==> config.mk <==
export PLATFORM = sky130hd
export DESIGN_NAME = fht_core
export DESIGN_NICKNAME = d
export VERILOG_FILES = /design/src/include/fht_pkg.sv /design/src/verilog/fht_buf2.sv /design/src/verilog/fht_core.sv
export SDC_FILE = /design/constraint.sdc
export NUM_CORES = 1
export LEC_CHECK = 0
export ABC_AREA = 1
export BUFFER_PORTS_ARGS = -buffer_cell sky130_fd_sc_hd__buf_4
export CORE_MARGIN = 5
export CORE_UTILIZATION = 40
export CTS_CLUSTER_SIZE = 10
export DETAILED_ROUTE_END_ITERATION = 8
export PLACE_DENSITY = 0.65
export SLEW_MARGIN = 10
export SYNTH_ARGS = -nofsm -noshare
export SYNTH_HDL_FRONTEND = slang
export SYNTH_SLANG_ARGS = --single-unit
==> constraint.sdc <==
create_clock -name core_clk -period 7.6 [get_ports core_clk]
set_input_delay 1.14 -clock core_clk [delete_from_list [all_inputs] [get_ports core_clk]]
set_output_delay 1.14 -clock core_clk [all_outputs]
set_load 0.02 [all_outputs]
==> src/include/fht_pkg.sv <==
// Constants, types and decode functions for the host transfer and command block
`default_nettype none

package fht_pkg;

  ////////////////////////////////////////////////////////////////////////////
  // Timing
  localparam int CLK_PERIOD_NS = 20;                         // core_clk period
  localparam int SVC_TIME_NS   = 14000;                      // Byte service time
  localparam int SVC_CYCLES    = SVC_TIME_NS / CLK_PERIOD_NS; // Rounded down

  ////////////////////////////////////////////////////////////////////////////
  // Opcode low five bits
  localparam logic [4:0] OPC_READ     = 5'h06;
  localparam logic [4:0] OPC_READ_DEL = 5'h0C;
  localparam logic [4:0] OPC_WRITE    = 5'h05;
  localparam logic [4:0] OPC_READ_ID  = 5'h0A;
  localparam logic [4:0] OPC_FORMAT   = 5'h0D;

  // Command and result lengths in bytes
  localparam logic [3:0] LEN_RW      = 4'h9;
  localparam logic [3:0] LEN_FMT     = 4'h6;
  localparam logic [3:0] LEN_RID     = 4'h2;
  localparam logic [3:0] LEN_INVALID = 4'h1;
  localparam logic [2:0] RES_LEN     = 3'h7;
  localparam logic [2:0] RES_LEN_INV = 3'h1;

  // Opcode byte option bits
  localparam int OPT_MT = 7;
  localparam int OPT_DD = 6;
  localparam int OPT_SK = 5;
  // Unit byte fields
  localparam int UNIT_IPS  = 7;
  localparam int UNIT_HEAD = 2;
  localparam int UNIT_HI   = 1;
  localparam int UNIT_LO   = 0;

  // Main status bit positions
  localparam int MSR_RQM  = 7;
  localparam int MSR_DIO  = 6;
  localparam int MSR_NDMA = 5;
  localparam int MSR_BUSY = 4;

  // Status values
  localparam int         ST1_OVERRUN = 4;
  localparam logic [7:0] ST0_INVALID = 8'h80;
  localparam logic [7:0] BYTE_RST    = 8'h00;
  localparam logic [9:0] SVC_LIMIT   = 10'(SVC_CYCLES - 1);

  ////////////////////////////////////////////////////////////////////////////
  // Types
  typedef enum logic [2:0] {
    CMD_READ, CMD_READ_DEL, CMD_WRITE, CMD_READ_ID, CMD_FORMAT, CMD_INVALID
  } fht_cmd_type;

  typedef enum logic [1:0] {PH_CMD, PH_EXEC, PH_RES} fht_phase_type;

  ////////////////////////////////////////////////////////////////////////////
  // Decode functions
  function automatic fht_cmd_type cmd_decode(input logic [4:0] opc);
    unique case (opc)
      OPC_READ:     cmd_decode = CMD_READ;
      OPC_READ_DEL: cmd_decode = CMD_READ_DEL;
      OPC_WRITE:    cmd_decode = CMD_WRITE;
      OPC_READ_ID:  cmd_decode = CMD_READ_ID;
      OPC_FORMAT:   cmd_decode = CMD_FORMAT;
      default:      cmd_decode = CMD_INVALID;
    endcase
  endfunction

  function automatic logic [3:0] cmd_length(input fht_cmd_type kind);
    unique case (kind)
      CMD_READ, CMD_READ_DEL, CMD_WRITE: cmd_length = LEN_RW;
      CMD_FORMAT:                        cmd_length = LEN_FMT;
      CMD_READ_ID:                       cmd_length = LEN_RID;
      default:                           cmd_length = LEN_INVALID;
    endcase
  endfunction

endpackage

`default_nettype wire

==> src/verilog/fht_buf2.sv <==
// Two-entry buffer with valid and ready on both sides
`default_nettype none

module fht_buf2 #(
  parameter int WIDTH = 8                  // Word width
) (
  input  wire logic             core_clk,  // Core clock
  input  wire logic             srst,      // Synchronous reset
  input  wire logic             flush,     // Drop all entries
  input  wire logic             in_valid,  // Word offered
  output logic                  in_ready,  // Room for a word
  input  wire logic [WIDTH-1:0] in_data,   // Word in
  output logic                  out_valid, // Word held
  input  wire logic             out_ready, // Word taken
  output logic      [WIDTH-1:0] out_data   // Oldest word
);

  logic [WIDTH-1:0] mem [0:1];
  logic             wr_ptr;
  logic             rd_ptr;
  logic [1:0]       count;
  wire              push = in_valid & in_ready;
  wire              pop  = out_valid & out_ready;

  // Honest full and empty flags
  assign in_ready  = (count != 2'h2);
  assign out_valid = (count != 2'h0);
  assign out_data  = mem[rd_ptr];

  // Pointers and occupancy
  always_ff @(posedge core_clk) begin
    if (srst || flush) begin
      wr_ptr <= 1'b0;
      rd_ptr <= 1'b0;
      count  <= 2'h0;
    end else begin
      wr_ptr <= wr_ptr ^ push;
      rd_ptr <= rd_ptr ^ pop;
      count  <= count + {1'b0, push} - {1'b0, pop};
    end
  end

  // Storage
  always_ff @(posedge core_clk) begin
    if (push) begin
      mem[wr_ptr] <= in_data;
    end
  end

endmodule

`default_nettype wire

==> src/verilog/fht_core.sv <==
// Host transfer, command and result handling of the disk controller
`default_nettype none
// Function
// - With DMA on, request DMA in execution whenever a byte is ready.
// - DMA works only when mode option and control DMA enable both set.
// - DMA request drops on the falling acknowledge.
// - In DMA mode, interrupt after last byte marks result phase start.
// - Terminal count ends operation, accepted only while acknowledge is low.
// - Without DMA, interrupt in execution whenever a byte is ready.
// - Per-byte interrupt shows status bits 5 and 7 set.
// - Per-byte interrupt drops once the byte is transferred; here it stays up while the buffer holds a byte (read) or has room (write).
// - Missed service time sets overrun and ends command at sector end.
// - Result interrupt without DMA shows bits 7, 6 set, 5 clear.
// - Reading the first result byte clears the result interrupt.
// - Without DMA, status bit 7 follows the interrupt output during execution.
// - Read, read deleted, write take nine command bytes.
// - Format takes six command bytes.

module fht_core
  import fht_pkg::*;
(
  input  wire logic              core_clk,           // Core clock
  input  wire logic              srst,               // Synchronous reset
  // Host side
  input  wire logic              cs_n,               // Chip select
  input  wire logic              rd_stb,             // Read strobe pulse
  input  wire logic              wr_stb,             // Write strobe pulse
  input  wire logic              reg_sel,            // 0 status, 1 data
  input  wire logic [7:0]        wr_data,            // Write byte
  output logic      [7:0]        rd_data,            // Read byte
  output logic                   irq,                // Interrupt
  // DMA side
  output logic                   dma_req,            // DMA request
  input  wire logic              dma_ack_n,          // DMA acknowledge
  input  wire logic              terminal_count,     // End of transfer
  // Configuration
  input  wire logic              dma_mode_opt,       // Timing-setup DMA option
  input  wire logic              dcr_dma_en,         // Drive control DMA enable
  input  wire logic [3:0]        seek_busy,          // Drives seeking
  // Media engine side
  output logic                   cmd_start,          // New command pulse
  output fht_pkg::fht_cmd_type   cmd_kind,           // Decoded command
  output logic                   multi_track_opt,    // Option bit
  output logic                   double_density_opt, // Option bit
  output logic                   skip_deleted_opt,   // Option bit
  output logic                   implied_seek_opt,   // Option bit
  output logic                   head_sel,           // Head select
  output logic                   unit_sel_hi,        // Drive select high
  output logic                   unit_sel_lo,        // Drive select low
  output logic      [7:0]        prm_track,          // Track
  output logic      [7:0]        prm_head,           // Head number
  output logic      [7:0]        prm_sector,         // Sector
  output logic      [7:0]        prm_size,           // Size code
  output logic      [7:0]        prm_last,           // Last sector or count
  output logic      [7:0]        prm_gap,            // Gap length
  output logic      [7:0]        prm_len,            // Data length or fill
  output logic                   term_req,           // Terminal count pulse
  output logic                   overrun,            // Service time missed
  input  wire logic              disk_rx_valid,      // Byte from media
  output logic                   disk_rx_ready,      // Media byte taken
  input  wire logic [7:0]        disk_rx_data,       // Media byte
  output logic                   disk_tx_valid,      // Byte to media
  input  wire logic              disk_tx_ready,      // Media takes byte
  output logic      [7:0]        disk_tx_data,       // Byte to media
  input  wire logic              exec_done,          // Execution over pulse
  input  wire logic [7:0]        res_st0,            // Status 0
  input  wire logic [7:0]        res_st1,            // Status 1
  input  wire logic [7:0]        res_st2,            // Status 2
  input  wire logic [7:0]        res_track,          // Track
  input  wire logic [7:0]        res_head,           // Head
  input  wire logic [7:0]        res_sector,         // Sector
  input  wire logic [7:0]        res_size            // Size code
);
  import fht_pkg::*;

  ////////////////////////////////////////////////////////////////////////////
  // State
  fht_phase_type phase;
  fht_phase_type next_phase;
  logic [7:0]    cmd_mem [0:8];
  logic [7:0]    res_mem [0:6];
  logic [3:0]    cmd_idx;
  logic [2:0]    res_idx;
  logic [2:0]    res_len;
  logic          res_irq;
  logic [9:0]    svc_cnt;
  wire  [7:0]    msr;

  ////////////////////////////////////////////////////////////////////////////
  // Access decode
  wire host_acc = !cs_n;
  wire dma_acc  = !dma_ack_n;
  wire msr_rd   = host_acc & rd_stb & !reg_sel;
  wire data_rd  = (host_acc & reg_sel | dma_acc) & rd_stb;
  wire data_wr  = (host_acc & reg_sel | dma_acc) & wr_stb;
  wire in_cmd   = (phase == PH_CMD);
  wire in_exec  = (phase == PH_EXEC);
  wire in_res   = (phase == PH_RES);
  wire dma_on   = dma_mode_opt & dcr_dma_en;

  // Command byte collection; length from the opcode on byte 0
  wire         cmd_wr    = in_cmd & data_wr;
  wire         first_b   = (cmd_idx == 4'h0);
  fht_cmd_type cur_kind;
  assign cur_kind = first_b ? cmd_decode(wr_data[4:0]) : cmd_kind;
  wire         last_cmd  = cmd_wr & (cmd_idx + 4'h1 == cmd_length(cur_kind));
  wire         bad_cmd   = last_cmd & (cur_kind == CMD_INVALID);

  // Transfer direction during execution
  wire to_host   = (cmd_kind == CMD_READ) | (cmd_kind == CMD_READ_DEL);
  wire from_host = (cmd_kind == CMD_WRITE) | (cmd_kind == CMD_FORMAT);

  ////////////////////////////////////////////////////////////////////////////
  // Execution data path through the two-entry buffer
  logic       buf_in_ready;
  logic       buf_out_valid;
  logic [7:0] buf_out_data;
  wire        buf_in_valid  = in_exec & (to_host ? disk_rx_valid : from_host & data_wr);
  wire [7:0]  buf_in_data   = to_host ? disk_rx_data : wr_data;
  wire        buf_out_ready = in_exec & (to_host ? data_rd : from_host & disk_tx_ready);
  wire        leave_exec    = in_exec & exec_done;

  fht_buf2 #(
    .WIDTH(8)
  ) u_buf (
    .core_clk  (core_clk),
    .srst      (srst),
    .flush     (leave_exec),
    .in_valid  (buf_in_valid),
    .in_ready  (buf_in_ready),
    .in_data   (buf_in_data),
    .out_valid (buf_out_valid),
    .out_ready (buf_out_ready),
    .out_data  (buf_out_data)
  );

  assign disk_rx_ready = in_exec & to_host & buf_in_ready;
  assign disk_tx_valid = in_exec & from_host & buf_out_valid;
  assign disk_tx_data  = buf_out_data;

  // A byte waits for the host, and whether the host moved it now
  wire byte_ready = in_exec & (to_host & buf_out_valid | from_host & buf_in_ready);
  wire byte_moved = in_exec & (to_host ? data_rd & buf_out_valid : from_host & data_wr & buf_in_ready);

  ////////////////////////////////////////////////////////////////////////////
  // Request outputs and main status
  assign dma_req = dma_on & byte_ready & dma_ack_n;
  assign irq     = res_irq | (!dma_on & byte_ready);
  assign msr[MSR_RQM]  = in_cmd | in_res | (!dma_on & byte_ready);
  assign msr[MSR_DIO]  = in_res | (in_exec & to_host);
  assign msr[MSR_NDMA] = in_exec & !dma_on;
  assign msr[MSR_BUSY] = !in_cmd | !first_b;
  assign msr[3:0]      = seek_busy;

  ////////////////////////////////////////////////////////////////////////////
  // Phase sequencing
  wire res_rd   = in_res & data_rd;
  wire last_res = res_rd & (res_idx + 3'h1 == res_len);

  always_comb begin
    next_phase = phase;
    unique case (phase)
      PH_CMD:  if (last_cmd) next_phase = bad_cmd ? PH_RES : PH_EXEC;
      PH_EXEC: if (exec_done) next_phase = PH_RES;
      PH_RES:  if (last_res) next_phase = PH_CMD;
    endcase
  end

  // Phase register
  always_ff @(posedge core_clk) begin
    if (srst) phase <= PH_CMD;
    else      phase <= next_phase;
  end

  // Command byte index and start pulse
  always_ff @(posedge core_clk) begin
    if (srst) begin
      cmd_idx   <= 4'h0;
      cmd_start <= 1'b0;
    end else begin
      cmd_idx   <= !cmd_wr ? cmd_idx : (last_cmd ? 4'h0 : cmd_idx + 4'h1);
      cmd_start <= last_cmd & !bad_cmd;
    end
  end

  // Command bytes and decoded kind
  always_ff @(posedge core_clk) begin
    if (srst) begin
      cmd_kind <= CMD_INVALID;
      for (int i = 0; i < 9; i++) cmd_mem[i] <= BYTE_RST;
    end else if (cmd_wr) begin
      cmd_mem[cmd_idx] <= wr_data;
      if (first_b) cmd_kind <= cur_kind;
    end
  end

  // Parameter fields; format has its own byte layout
  wire fmt = (cmd_kind == CMD_FORMAT);
  assign multi_track_opt    = cmd_mem[0][OPT_MT] & !fmt & (cmd_kind != CMD_READ_ID);
  assign double_density_opt = cmd_mem[0][OPT_DD];
  assign skip_deleted_opt   = cmd_mem[0][OPT_SK] & !fmt & (cmd_kind != CMD_READ_ID) & (cmd_kind != CMD_WRITE);
  assign implied_seek_opt   = cmd_mem[1][UNIT_IPS] & !fmt & (cmd_kind != CMD_READ_ID);
  assign head_sel           = cmd_mem[1][UNIT_HEAD];
  assign unit_sel_hi        = cmd_mem[1][UNIT_HI];
  assign unit_sel_lo        = cmd_mem[1][UNIT_LO];
  assign prm_track  = fmt ? BYTE_RST : cmd_mem[2];
  assign prm_head   = fmt ? BYTE_RST : cmd_mem[3];
  assign prm_sector = fmt ? BYTE_RST : cmd_mem[4];
  assign prm_size   = fmt ? cmd_mem[2] : cmd_mem[5];
  assign prm_last   = fmt ? cmd_mem[3] : cmd_mem[6];
  assign prm_gap    = fmt ? cmd_mem[4] : cmd_mem[7];
  assign prm_len    = fmt ? cmd_mem[5] : cmd_mem[8];

  ////////////////////////////////////////////////////////////////////////////
  // Service timer and overrun
  wire svc_expire = byte_ready & !byte_moved & (svc_cnt == SVC_LIMIT);

  always_ff @(posedge core_clk) begin
    if (srst)                      svc_cnt <= 10'h000;
    else if (byte_ready & !byte_moved) svc_cnt <= (svc_cnt == SVC_LIMIT) ? svc_cnt : svc_cnt + 10'h001;
    else                           svc_cnt <= 10'h000;
  end

  // Overrun stays until the next command starts
  always_ff @(posedge core_clk) begin
    if (srst)            overrun <= 1'b0;
    else if (svc_expire) overrun <= 1'b1;
    else if (cmd_start)  overrun <= 1'b0;
  end

  // Terminal count only counts while acknowledge is low
  always_ff @(posedge core_clk) begin
    if (srst) term_req <= 1'b0;
    else      term_req <= in_exec & terminal_count & dma_acc;
  end

  ////////////////////////////////////////////////////////////////////////////
  // Result bytes
  always_ff @(posedge core_clk) begin
    if (srst) begin
      for (int i = 0; i < 7; i++) res_mem[i] <= BYTE_RST;
      res_len <= RES_LEN;
    end else if (leave_exec) begin
      res_mem[0] <= res_st0;
      res_mem[1] <= res_st1 | (8'(overrun | svc_expire) << ST1_OVERRUN);
      res_mem[2] <= res_st2;
      res_mem[3] <= res_track;
      res_mem[4] <= res_head;
      res_mem[5] <= res_sector;
      res_mem[6] <= res_size;
      res_len    <= RES_LEN;
    end else if (bad_cmd) begin
      res_mem[0] <= ST0_INVALID;
      res_len    <= RES_LEN_INV;
    end
  end

  // Result index
  always_ff @(posedge core_clk) begin
    if (srst)        res_idx <= 3'h0;
    else if (res_rd) res_idx <= last_res ? 3'h0 : res_idx + 3'h1;
  end

  // Result interrupt, set on entering the result phase from execution
  always_ff @(posedge core_clk) begin
    if (srst)            res_irq <= 1'b0;
    else if (leave_exec) res_irq <= 1'b1;
    else if (res_rd)     res_irq <= 1'b0;
  end

  // Read data register
  always_ff @(posedge core_clk) begin
    if (srst)                  rd_data <= BYTE_RST;
    else if (msr_rd)           rd_data <= msr;
    else if (res_rd)           rd_data <= res_mem[res_idx];
    else if (in_exec & data_rd) rd_data <= buf_out_data;
  end
endmodule

`default_nettype wire

**Yosys cells after proc, flatten, opt, wreduce, memory -nomap -nowiden**

Memories as Yosys holds them, arrays and structs flattened. A register that Yosys moved wholly into a read port is not among the register bits.
Cells that the tools add are included.

- Register bits after elaboration: 40
- Bits in latches: 0
- RAM bits: 144
- Bits in read-only memories: 0
- Input bits: 89
- Output and inout port bits: 89
- Logic and storage cells: 193
- Memories: 3

- Add/subtract/negate cells: 5
- Multipliers: 0
- Divide/modulo/power cells: 0
- $lt $le $gt $ge: 0
- Equality and inequality tests: 24
- Shifts and indexed selects: 0
- Muxes and demuxes: 56
- Bitwise operators: 67
- Reductions and logical operators: 24

Memory list:

| name | depth | bits a word | read ports | clocked after memory_dff | write ports | RTL line | source |
|---|---|---|---|---|---|---|---|
| cmd_mem | 9 | 8 | 9 | 0 | 9 | fht_core.sv:80 | `logic [7:0] cmd_mem [0:8];` |
| res_mem | 7 | 8 | 1 | 1 | 7 | fht_core.sv:81 | `logic [7:0] res_mem [0:6];` |
| u_buf.mem | 2 | 8 | 1 | 1 | 1 | fht_buf2.sv:18 | `logic [WIDTH-1:0] mem [0:1];` |

Operators with widths:

| cell | number |
|---|---|
| 8-bit two-way mux | 20 |
| 1-bit AND | 45 |
| 1-bit two-way mux | 23 |
| 1-bit OR | 18 |
| 5-bit by 4-bit == test with 1-bit output, second input constant | 3 |
| 3-bit case mux with 5 select lines | 1 |
| 3-bit two-way mux | 4 |
| 4-bit case mux with 3 select lines | 1 |
| 10-bit by 1-bit adder with 10-bit output, second input constant | 1 |
| 10-bit == test, second input constant | 1 |
| 5-bit by 3-bit == test with 1-bit output, second input constant | 2 |
| 3-bit by 2-bit == test with 1-bit output, second input constant | 3 |
| 3-bit == test, second input constant | 3 |
| 1-bit logical NOT | 9 |
| 2-bit two-way mux | 4 |
| 4-bit two-way mux | 2 |
| 8-bit by 5-bit OR with 8-bit output | 1 |
| 8-bit OR reduction | 1 |
| 3-bit by 1-bit == test with 1-bit output, second input constant | 2 |
| 3-bit logical NOT | 2 |
| 3-bit by 2-bit != test with 1-bit output, second input constant | 2 |
| 2-bit case mux with 3 select lines | 1 |
| 2-bit nonzero test | 3 |
| 4-bit by 1-bit adder with 4-bit output, second input constant | 1 |
| 19 further kinds | 23 |

**Longest topological paths before layout**

Gate-level depths: netlist of the first run.

- Word-level depth: 14
- Gate-level depth with buffers: 18
- Mapped depth without buffers: 18

**By module**

From an unflattened synthesis of the first run, not the netlist that was laid out.

- Cell total of the unflattened synthesis: 1,008
- Area total of the unflattened synthesis: 8,494.4 um2

Modules (own cells, without submodules):

| module | times used | cells an instance | area an instance (um2) | seq. area each (um2) |
|---|---|---|---|---|
| fht_core | 1 | 933 | 7,694.9 | 4,254.1 |
| fht_buf2 | 1 | 75 | 799.5 | 560.5 |

**Worst setup path after synthesis of the first run**

OpenSTA, ideal clock, no wires.

- Path type: register to output
- Start: reg cmd_kind[2]
- End: out prm_gap[6]
- Arrival time: 2,006 ps
- Required time: 6,460 ps
- Setup slack: 4,454 ps
- Cell stages (with the launch flop): 7
- Path buffers: 2
- Cell sequence: dfxtp_1 -> inv_1 -> nor3_1 -> inv_1 -> clkbuf_1 -> clkbuf_1 -> o21ai_0

- Cells in the longest elaborated chain, start to end: 2

RTL lines:

| item | RTL line | source |
|---|---|---|
| start: declaration | fht_core.sv:42 | `output fht_pkg::fht_cmd_type cmd_kind,` |
| start signal: assignment | fht_core.sv:193 | `if (first_b) cmd_kind <= cur_kind;` |
| 3-bit == test | fht_core.sv:198 | `wire fmt = (cmd_kind == CMD_FORMAT);` |
| 8-bit two-way mux | fht_core.sv:211 | `assign prm_gap = fmt ? cmd_mem[4] : cmd_mem[7];` |
| end: declaration | fht_core.sv:55 | `output logic [7:0] prm_gap,` |

No other way between the ends.

**Worst setup path after layout of the first run**

- Start: reg cmd_kind[2]
- End: out prm_gap[3]

Same word-level chain as after synthesis.

==> flow_summary.yaml, run 1 <==
outcome:
  run_status: "finished clean"
cts:
  clk_pin_slew_worst_paths_ns: 0.07
  htree_num_levels: 4
  cts_tree: "done"
  ctsLongestPathBuffers: 2
  cts.hold.buffers_added: 0
  cts_root_buffer: "sky130_fd_sc_hd__clkbuf_16"
  insertion_delay_ns: 0.43
  cts_resized: 0
  post_cts_setup_buffer_count: 0
  numClockSinks: 177
  cts-buffers-inserted: 17
timing:
  final_hold_viol_count: 0
  finalMaxSlewViolations: 0
  tmin_final_ns: 3.661
  rsz0062_at_grt: "false"
  clock.fmax_mhz: 273.1
  setup_viol: 0
  setup_ws_ns: 3.939
  relSlewSlack_pct: 40.65
  worst_pin_slew_ns: 0.8890
  setup_tns_ns: 0
  final_min_period_over_clock_period_pct: 48.18
  worst_clock_skew_ns: 0.01421
  fin_worst_hold_slack_ns: 0.4552
pwr:
  seq_power_share_pct: 48.6
  sw_frac_of_total_pct: 28.66
  power_frac_clock_pct: 34.0
  post-layout-total-power_uw: 2357
  vdd.ir_drop.worst_mv: 0.1630
  internal-power_uw: 1681
  total_leakage_power_uw: 0.004757
  net-switching-power_uw: 675.4
  share_comb_of_total_power_pct: 17.4
  power.density_cell_area_nw_per_um2: 222.5
synthesis:
  syn-cell-area_um2: 8474
  postSynthRegisterBits: 177
  synth.lib_cells_used.distinct: 39
  seq_area_frac_synth_pct: 56.81
  postSynthNetCount: 1095
  avgSynthCellArea_um2: 8.534
  yosysWarningCount: 0
  synthCells: 993
grt:
  grt.met1_usage_pct: 25.57
  number_of_global_route_vias_before_repair: 6679
  global_route.peak_usage_layer: "met2"
  grt_first_pass_wirelength_um: 35190
  grt_start_max_net_pins: 42
  grt_usage_pct: 18.40
  antenna_found_initial: 0
  grt_use_met3_pct: 3.440
  groute.layer.met2.usage_pct: 29.40
  overflow: 0
worst_hold_path:
  min-delay-start: "res_mem[6][7]$_SDFFE_PP0P_"
  hold_path.class: "reg -> reg"
detailed_routing:
  detail_route.wl_per_cell_um: 15.42
  route.detailed.drc: 0
  first_iter_violations: 517
  route.antenna.remaining_nets: 0
  dr.pass1.iters: 5
  total_vias_in_the_final_route: 7049
  route.final.wire_length_um: 22330
  post_drt_via_cell_ratio: 4.868
critical_path:
  worst_ep_arrival_time_ns: 2.52
  critPathKind: "reg -> out"
  crit_path_start: "cmd_kind[2]$_SDFFE_PP1P_"
  critical_path.max_fanout: 35
  timing.critical_path.to_type: "primary output"
  timing.critical_path.required_ns: 6.46
  worstSetupStartpointType: "flip-flop"
floorplanning:
  die_height_um: 155.6
  initial_core_util_pct: 40.44
  core_um2: 20960
  design.portCount: 178
  row_count: 53
  die_width_um: 155.6
  die_area_um2: 24200
job:
  timing.max_cap.violations: 0
final_layout:
  syn2layout_area_growth_pct: 24.98
  num_antenna_cells: 0
  drive_gt1_share_pct: 21.31
  layout.nets: 1262
place:
  dpl_ws_ns: 4.005
  dp_hpwl_um: 16850
  gp_congestion: 0.8943
  io_buffers: 177
flip-flops by register name (all words and copies together) (netlist names), named ones only:
| name | cells |
|---|---|
| res_idx | 3 |
| u_buf.mem | 16 |
| cmd_kind | 3 |
| overrun | 1 |
| res_len | 1 |
| res_mem | 56 |
| phase | 2 |
| cmd_idx | 4 |
| u_buf.count | 2 |
| res_irq | 1 |
| u_buf.wr_ptr | 1 |
| svc_cnt | 10 |
| u_buf.rd_ptr | 1 |
| cmd_start | 1 |
| rd_data | 8 |
| cmd_mem | 63 |
| term_req | 1 |
synth_stat cells:
master	n	area, µm²
sky130_fd_sc_hd__o22ai_1	13	81.33
sky130_fd_sc_hd__nand4_1	4	25.02
sky130_fd_sc_hd__a32o_1	1	10.01
sky130_fd_sc_hd__xnor2_1	4	35.03
sky130_fd_sc_hd__a21oi_1	42	210.2
sky130_fd_sc_hd__nor2_1	192	720.7
sky130_fd_sc_hd__nor3b_1	1	7.510
sky130_fd_sc_hd__nor2_4	3	33.78
sky130_fd_sc_hd__nor3_1	11	55.05
sky130_fd_sc_hd__a21oi_2	2	17.52
sky130_fd_sc_hd__nor2_2	5	31.28
sky130_fd_sc_hd__a31oi_1	8	50.05
sky130_fd_sc_hd__nor3_2	1	10.01
sky130_fd_sc_hd__nand2_1	188	705.7
sky130_fd_sc_hd__o211ai_1	7	52.55
sky130_fd_sc_hd__o21ai_1	1	5.000
sky130_fd_sc_hd__nand3_2	1	10.01
sky130_fd_sc_hd__buf_2	1	5.000
sky130_fd_sc_hd__or2_2	10	62.56
sky130_fd_sc_hd__or3_1	1	6.260
sky130_fd_sc_hd__nand4_4	1	21.27
sky130_fd_sc_hd__dfxtp_1	50	1001
sky130_fd_sc_hd__nand3_1	34	170.2
sky130_fd_sc_hd__inv_2	10	37.54
sky130_fd_sc_hd__xor2_1	2	17.52
sky130_fd_sc_hd__clkbuf_1	30	112.6
sky130_fd_sc_hd__o31ai_1	2	15.01
sky130_fd_sc_hd__mux2i_1	1	10.01
sky130_fd_sc_hd__buf_6	1	11.26
sky130_fd_sc_hd__edfxtp_1	127	3814
sky130_fd_sc_hd__buf_1	3	11.26
sky130_fd_sc_hd__a311oi_1	2	17.52
sky130_fd_sc_hd__nand2_2	4	25.02
sky130_fd_sc_hd__a211oi_1	1	7.510
sky130_fd_sc_hd__ha_1	13	162.7
sky130_fd_sc_hd__inv_1	138	518.0
sky130_fd_sc_hd__a22oi_1	1	7.510
sky130_fd_sc_hd__clkinv_1	4	15.01
sky130_fd_sc_hd__o21ai_0	73	365.4
power by group through the flow:
stage               logic [µW]  clock network, µW  registers (µW)
finish                     409                802            1150
global route               454                858            1150
CTS                        411                814            1150
detailed placement         409                  0            1170
global placement           404                  0            1170
floorplan                  246                  0            1170
worst paths after layout:
| kind | end | slack (ns) | cells after the start |
|---|---|---|---|
| worst min-delay path | res_mem[6][7]$_SDFFE_PP0P_ | 0.46 | 2 |
| worst min register to register | res_mem[6][7]$_SDFFE_PP0P_ | 0.46 | 2 |
| worst max-delay path | prm_gap[3] | 3.94 | 7 |
| worst max register to register | rd_data[1]$_SDFFE_PP0P_ | 4.88 | 7 |
metal layers:
metal	wire [µm]	vias to the layer above
met1	9796	3227
met5	0	-
met3	1498	29
li1	-	3550
met2	10610	243
met4	429	0
kinds of logic (layout without fill, tap and decap cells):
kind of cell / Yosys count / in the layout / synth area share [%]
and+or+nand+nor: 456 / 456 / 22.24
buffers and inverters: 187 / 367 / 8.386
DFF: 177 / 177 / 56.81
AOI/OAI and AO/OA: 153 / 153 / 9.907
adders and majority gates: 13 / 13 / 1.919
xor gates and xnor gates: 6 / 6 / 0.6201
muxes: 1 / 1 / 0.1181
final cells by class:
cell class                      instances  area [µm²]
Fill cell                            2002       10360
Sequential cell                       177        4815
Multi-Input combinational cell        629        2954
Timing Repair Buffer                  183        1374
Inverter                              152       570.5
Clock buffer                           19       432.9
Tap cell                              275       344.1
Clock inverter                         13       101.3
layout by cell type (no fill, tap or decap), drive strengths merged, types with 7 or more instances in the layout:
cell type and n:
buf 183, nand2 192, clkbuf 19, a21oi 44, a31oi 8, o21ai 74
nand3 35, dfxtp 50, ha 13, or2 10, clkinv 9, o211ai 7
inv 154, nor3 12, edfxtp 127, nor2 200, o22ai 13
critical path, cell delays in order, from the launching register on:
cell                      delay (ns)
sky130_fd_sc_hd__dfxtp_1        0.45
sky130_fd_sc_hd__inv_1          0.08
sky130_fd_sc_hd__nor3_2         0.10
sky130_fd_sc_hd__buf_4          0.34
sky130_fd_sc_hd__inv_1          0.38
sky130_fd_sc_hd__buf_4          0.35
sky130_fd_sc_hd__o21ai_0        0.21
sky130_fd_sc_hd__buf_4          0.18
stage by stage:
| stage | area [µm²] | instances | util [%] |
|---|---|---|---|
| 6_report | 10590 | 1448 | 50.54 |
| 5_1_grt | 10590 | 1448 | 50.54 |
| 2_1_floorplan | 8474 | 993 | - |
| 3_5_place_dp | 10060 | 1416 | 47.99 |
| 3_3_place_gp | 10060 | 1416 | 47.99 |
| 4_1_cts | 10590 | 1448 | 50.54 |
Note: power is estimated with default switching activity, not from simulation.
==> run 2, diff against run 1 <==
Settings changed: ABC_AREA 1 to 0.
Clock period 7.6 ns to 3.45 ns, I/O delays scaled along.
==> run 2 against run 1 <==
  * Sequential share of layout area is 0.91 points lower
  * Core utilization is 0.71 points higher
  * Flip-flop and latch count stayed put
  * Synthesized cell count shrank 19%
  * Routed wire length down 2.4%
  * Largest cell class unchanged
  * Largest power group unchanged
==> flow_summary.yaml, run 2 <==
synthesis:
  synth_largest_area_cell: "sky130_fd_sc_hd__edfxtp_1"
  synth_common_cells: "149 x sky130_fd_sc_hd__nand2_1, 127 x sky130_fd_sc_hd__edfxtp_1, 87 x sky130_fd_sc_hd__and2_1"
  synth.mux.area_fraction_pct: 6.533
  yosysWarningCount: 0
  postSynthRegisterBits: 177
  syn-cell-area_um2: 8581
  postSynthNetCount: 904
  synth-compound-area-share_pct: 7.568
  post_synth_xor_area_fraction_pct: 1.633
  synth.top_cells.by_area: "sky130_fd_sc_hd__edfxtp_1 44%, sky130_fd_sc_hd__dfxtp_1 12%, sky130_fd_sc_hd__nand2_1 6.5%"
  combinational_family_with_the_most_area_after_synthesis: "simple AND/OR/NAND/NOR gates"
  ys_async_sr_fraction_pct: 0
  avgSynthCellArea_um2: 10.70
  synth_simple_gate_area_share_pct: 23.24
  synth.most_common_cell: "sky130_fd_sc_hd__nand2_1"
  seq_area_frac_synth_pct: 56.11
  synth_top_area_share_pct: 44.44
  ys_dominant_reg_cell: "sky130_fd_sc_hd__edfxtp_1"
  synth-edff-count: 127
  synthCells: 802
  synth.lib_cells_used.distinct: 58
  arithmetic_cell_share_of_the_synthesized_area_counting_full_adders_half_adders_and_majority_gates_pct: 1.896
critical_path:
  cp_cell_sequence: "inv_1, ha_1, or3b_1, a211o_1, a31oi_2, mux2i_1, a31oi_1, nand2_1, nand2_1"
  timing.critical_path.to_type: "flip-flop"
  critical_path.max_fanout: 12
  worst_ep_arrival_time_ns: 3.11
  timing.critical_path.slowest_cell_delay_ns: 0.51
  critPathTopFamily: "simple AND/OR/NAND/NOR gates"
  critical_path.n_buffers_inverters: 1
  critical_path.most_common_cell: "sky130_fd_sc_hd__nand2_1"
  timing.critical_path.required_ns: 3.54
  worstSetupStartpointType: "flip-flop"
  timing.critical_path.slowest_stage_cell: "sky130_fd_sc_hd__or3b_1"
  critPathKind: "reg -> reg"
pwr:
  total_leakage_power_uw: 0.004630
  post-layout-total-power_uw: 5185
  power.density_cell_area_nw_per_um2: 479.7
  vdd.ir_drop.worst_mv: 0.3672
timing:
  final_hold_viol_count: 0
  setup_tns_ns: 0
  clock.fmax_mhz: 330.8
  rsz0062_at_grt: "false"
  relSlewSlack_pct: 49.46
  fin_worst_hold_slack_ns: 0.3010
  tmin_final_ns: 3.023
  worst_pin_slew_ns: 0.7565
  setup_viol: 0
  worst_clock_skew_ns: 0.01151
  final_min_period_over_clock_period_pct: 87.63
  finalMaxSlewViolations: 0
final_layout:
  drive_gt1_share_pct: 26.99
  layout.nets: 1067
  finish.cell_count_without_fillers: 1253
  highest_count_cells_in_the_layout_ignoring_fill_and_taps: "196 x sky130_fd_sc_hd__buf_4, 149 x sky130_fd_sc_hd__nand2_1, 127 x sky130_fd_sc_hd__edfxtp_1, 87 x sky130_fd_sc_hd__and2_1, 61 x sky130_fd_sc_hd__and3_1"
  largest_registers: "cmd_mem x63, res_mem x56, u_buf.mem x16"
  syn2layout_area_growth_pct: 25.96
  largest_reg_flops: 63
  layout_commonest_cell: "sky130_fd_sc_hd__buf_4"
  num_antenna_cells: 0
  top_register: "cmd_mem"
worst_hold_path:
  hold_path.class: "in -> reg"
cts:
  post_cts_setup_buffer_count: 0
  cts-buffers-inserted: 17
  insertion_delay_ns: 0.42
  htree_num_levels: 4
  clk_pin_slew_worst_paths_ns: 0.07
  cts.hold.buffers_added: 0
  ctsLongestPathBuffers: 2
  cts_tree: "done"
  cts_resized: 0
  cts_root_buffer: "sky130_fd_sc_hd__clkbuf_16"
  numClockSinks: 177
grt:
  overflow: 0
  groute.layer.met2.usage_pct: 28.19
  grt_first_pass_wirelength_um: 33510
  grt.met1_usage_pct: 24.04
  grt_usage_pct: 17.60
  number_of_global_route_vias_before_repair: 6130
  antenna_found_initial: 0
  global_route.peak_usage_layer: "met2"
  grt_start_max_net_pins: 58
  grt_use_met3_pct: 4.038
outcome:
  run_status: "finished clean"
detailed_routing:
  detail_route.wl_per_cell_um: 17.40
  post_drt_via_cell_ratio: 5.101
  route.final.wire_length_um: 21800
  route.detailed.drc: 0
  route.antenna.remaining_nets: 0
  total_vias_in_the_final_route: 6391
  first_iter_violations: 430
  dr.pass1.iters: 7
floorplanning:
  core_um2: 21090
  row_count: 53
  die_area_um2: 24480
  die_height_um: 156.5
  design.portCount: 178
  die_width_um: 156.5
  initial_core_util_pct: 40.69
place:
  io_buffers: 177
  dp_hpwl_um: 16030
  placed_cells_incl_taps: 1221
  gp_congestion: 0.8157
job:
  timing.max_cap.violations: 0
## run 2: changes by cell type after synthesis, moves of 19 or more
cell / delta
sky130_fd_sc_hd__and3_1: +61
sky130_fd_sc_hd__o21ai_0: -50
sky130_fd_sc_hd__nand3_1: -19
sky130_fd_sc_hd__mux2i_1: +19
sky130_fd_sc_hd__inv_1: -124
sky130_fd_sc_hd__nand2_1: -39
sky130_fd_sc_hd__nor2_1: -157
sky130_fd_sc_hd__and2_1: +87
## run 2: stage by stage
| stage | utilization [%] | setup WS, ns | cell area [µm²] |
|---|---|---|---|
| global placement | 48.40 | 0.5496 | 10210 |
| global route | 51.25 | 0.2038 | 10810 |
| finish | 51.25 | 0.4267 | 10810 |
| floorplan | - | 0.9875 | 8581 |
| detailed placement | 48.40 | 0.4591 | 10210 |
| CTS | 51.25 | 0.4432 | 10810 |
## run 2: path summary, 6_finish.rpt
path,startpoint,to,cells after the start,slack [ns]
setup / recovery,cmd_idx[0]$_SDFFE_PP0P_,res_mem[0][5]$_SDFFCE_PN0P_,9,0.43
hold / removal,res_size[0],res_mem[6][0]$_SDFFE_PP0P_,2,0.30
setup reg to reg,cmd_idx[0]$_SDFFE_PP0P_,res_mem[0][5]$_SDFFCE_PN0P_,9,0.43
hold reg to reg,res_idx[1]$_SDFFE_PP0P_,res_idx[1]$_SDFFE_PP0P_,2,0.48
## run 2: area by class of cell
class / count / area, µm²
inverters: 14 / 52.55
repair buffers: 196 / 1471
well taps: 275 / 344.1
clock buffers: 18 / 429.2
multi-input cells: 559 / 3525
fillers: 1900 / 10280
flip-flops and latches: 177 / 4815
clock inverters: 14 / 171.4
## run 2: power by group
group / leakage (µW) / total, µW / switching, µW / internal, µW
Sequential: 0.00170 / 2430 / 49.9 / 2380
Combinational: 0.00264 / 801 / 471 / 330
Clock: 0.000289 / 1950 / 857 / 1100
Total: 0.00463 / 5180 / 1380 / 3810
## run 2: cell families after synthesis
logic type,Yosys count
xor+xnor,16
simple gates,389
fa+ha+maj,13
flops,177
compound gates,97
buf+inv,66
mux,44
## run 2: routing by layer
layer,vias to the layer above,part of all wire (%)
met5,-,0
met4,0,1.3
met3,24,6.4
met2,223,48
met1,2986,45
li1,3158,-
## run 2: worst reg2reg max path, cell delays in order (launching register included)
cell and delay [ns]:
sky130_fd_sc_hd__dfxtp_1 0.37, sky130_fd_sc_hd__inv_1 0.12, sky130_fd_sc_hd__ha_1 0.34, sky130_fd_sc_hd__or3b_1 0.51, sky130_fd_sc_hd__a211o_1 0.32, sky130_fd_sc_hd__a31oi_2 0.16
sky130_fd_sc_hd__mux2i_1 0.15, sky130_fd_sc_hd__a31oi_1 0.23, sky130_fd_sc_hd__nand2_1 0.16, sky130_fd_sc_hd__nand2_1 0.33
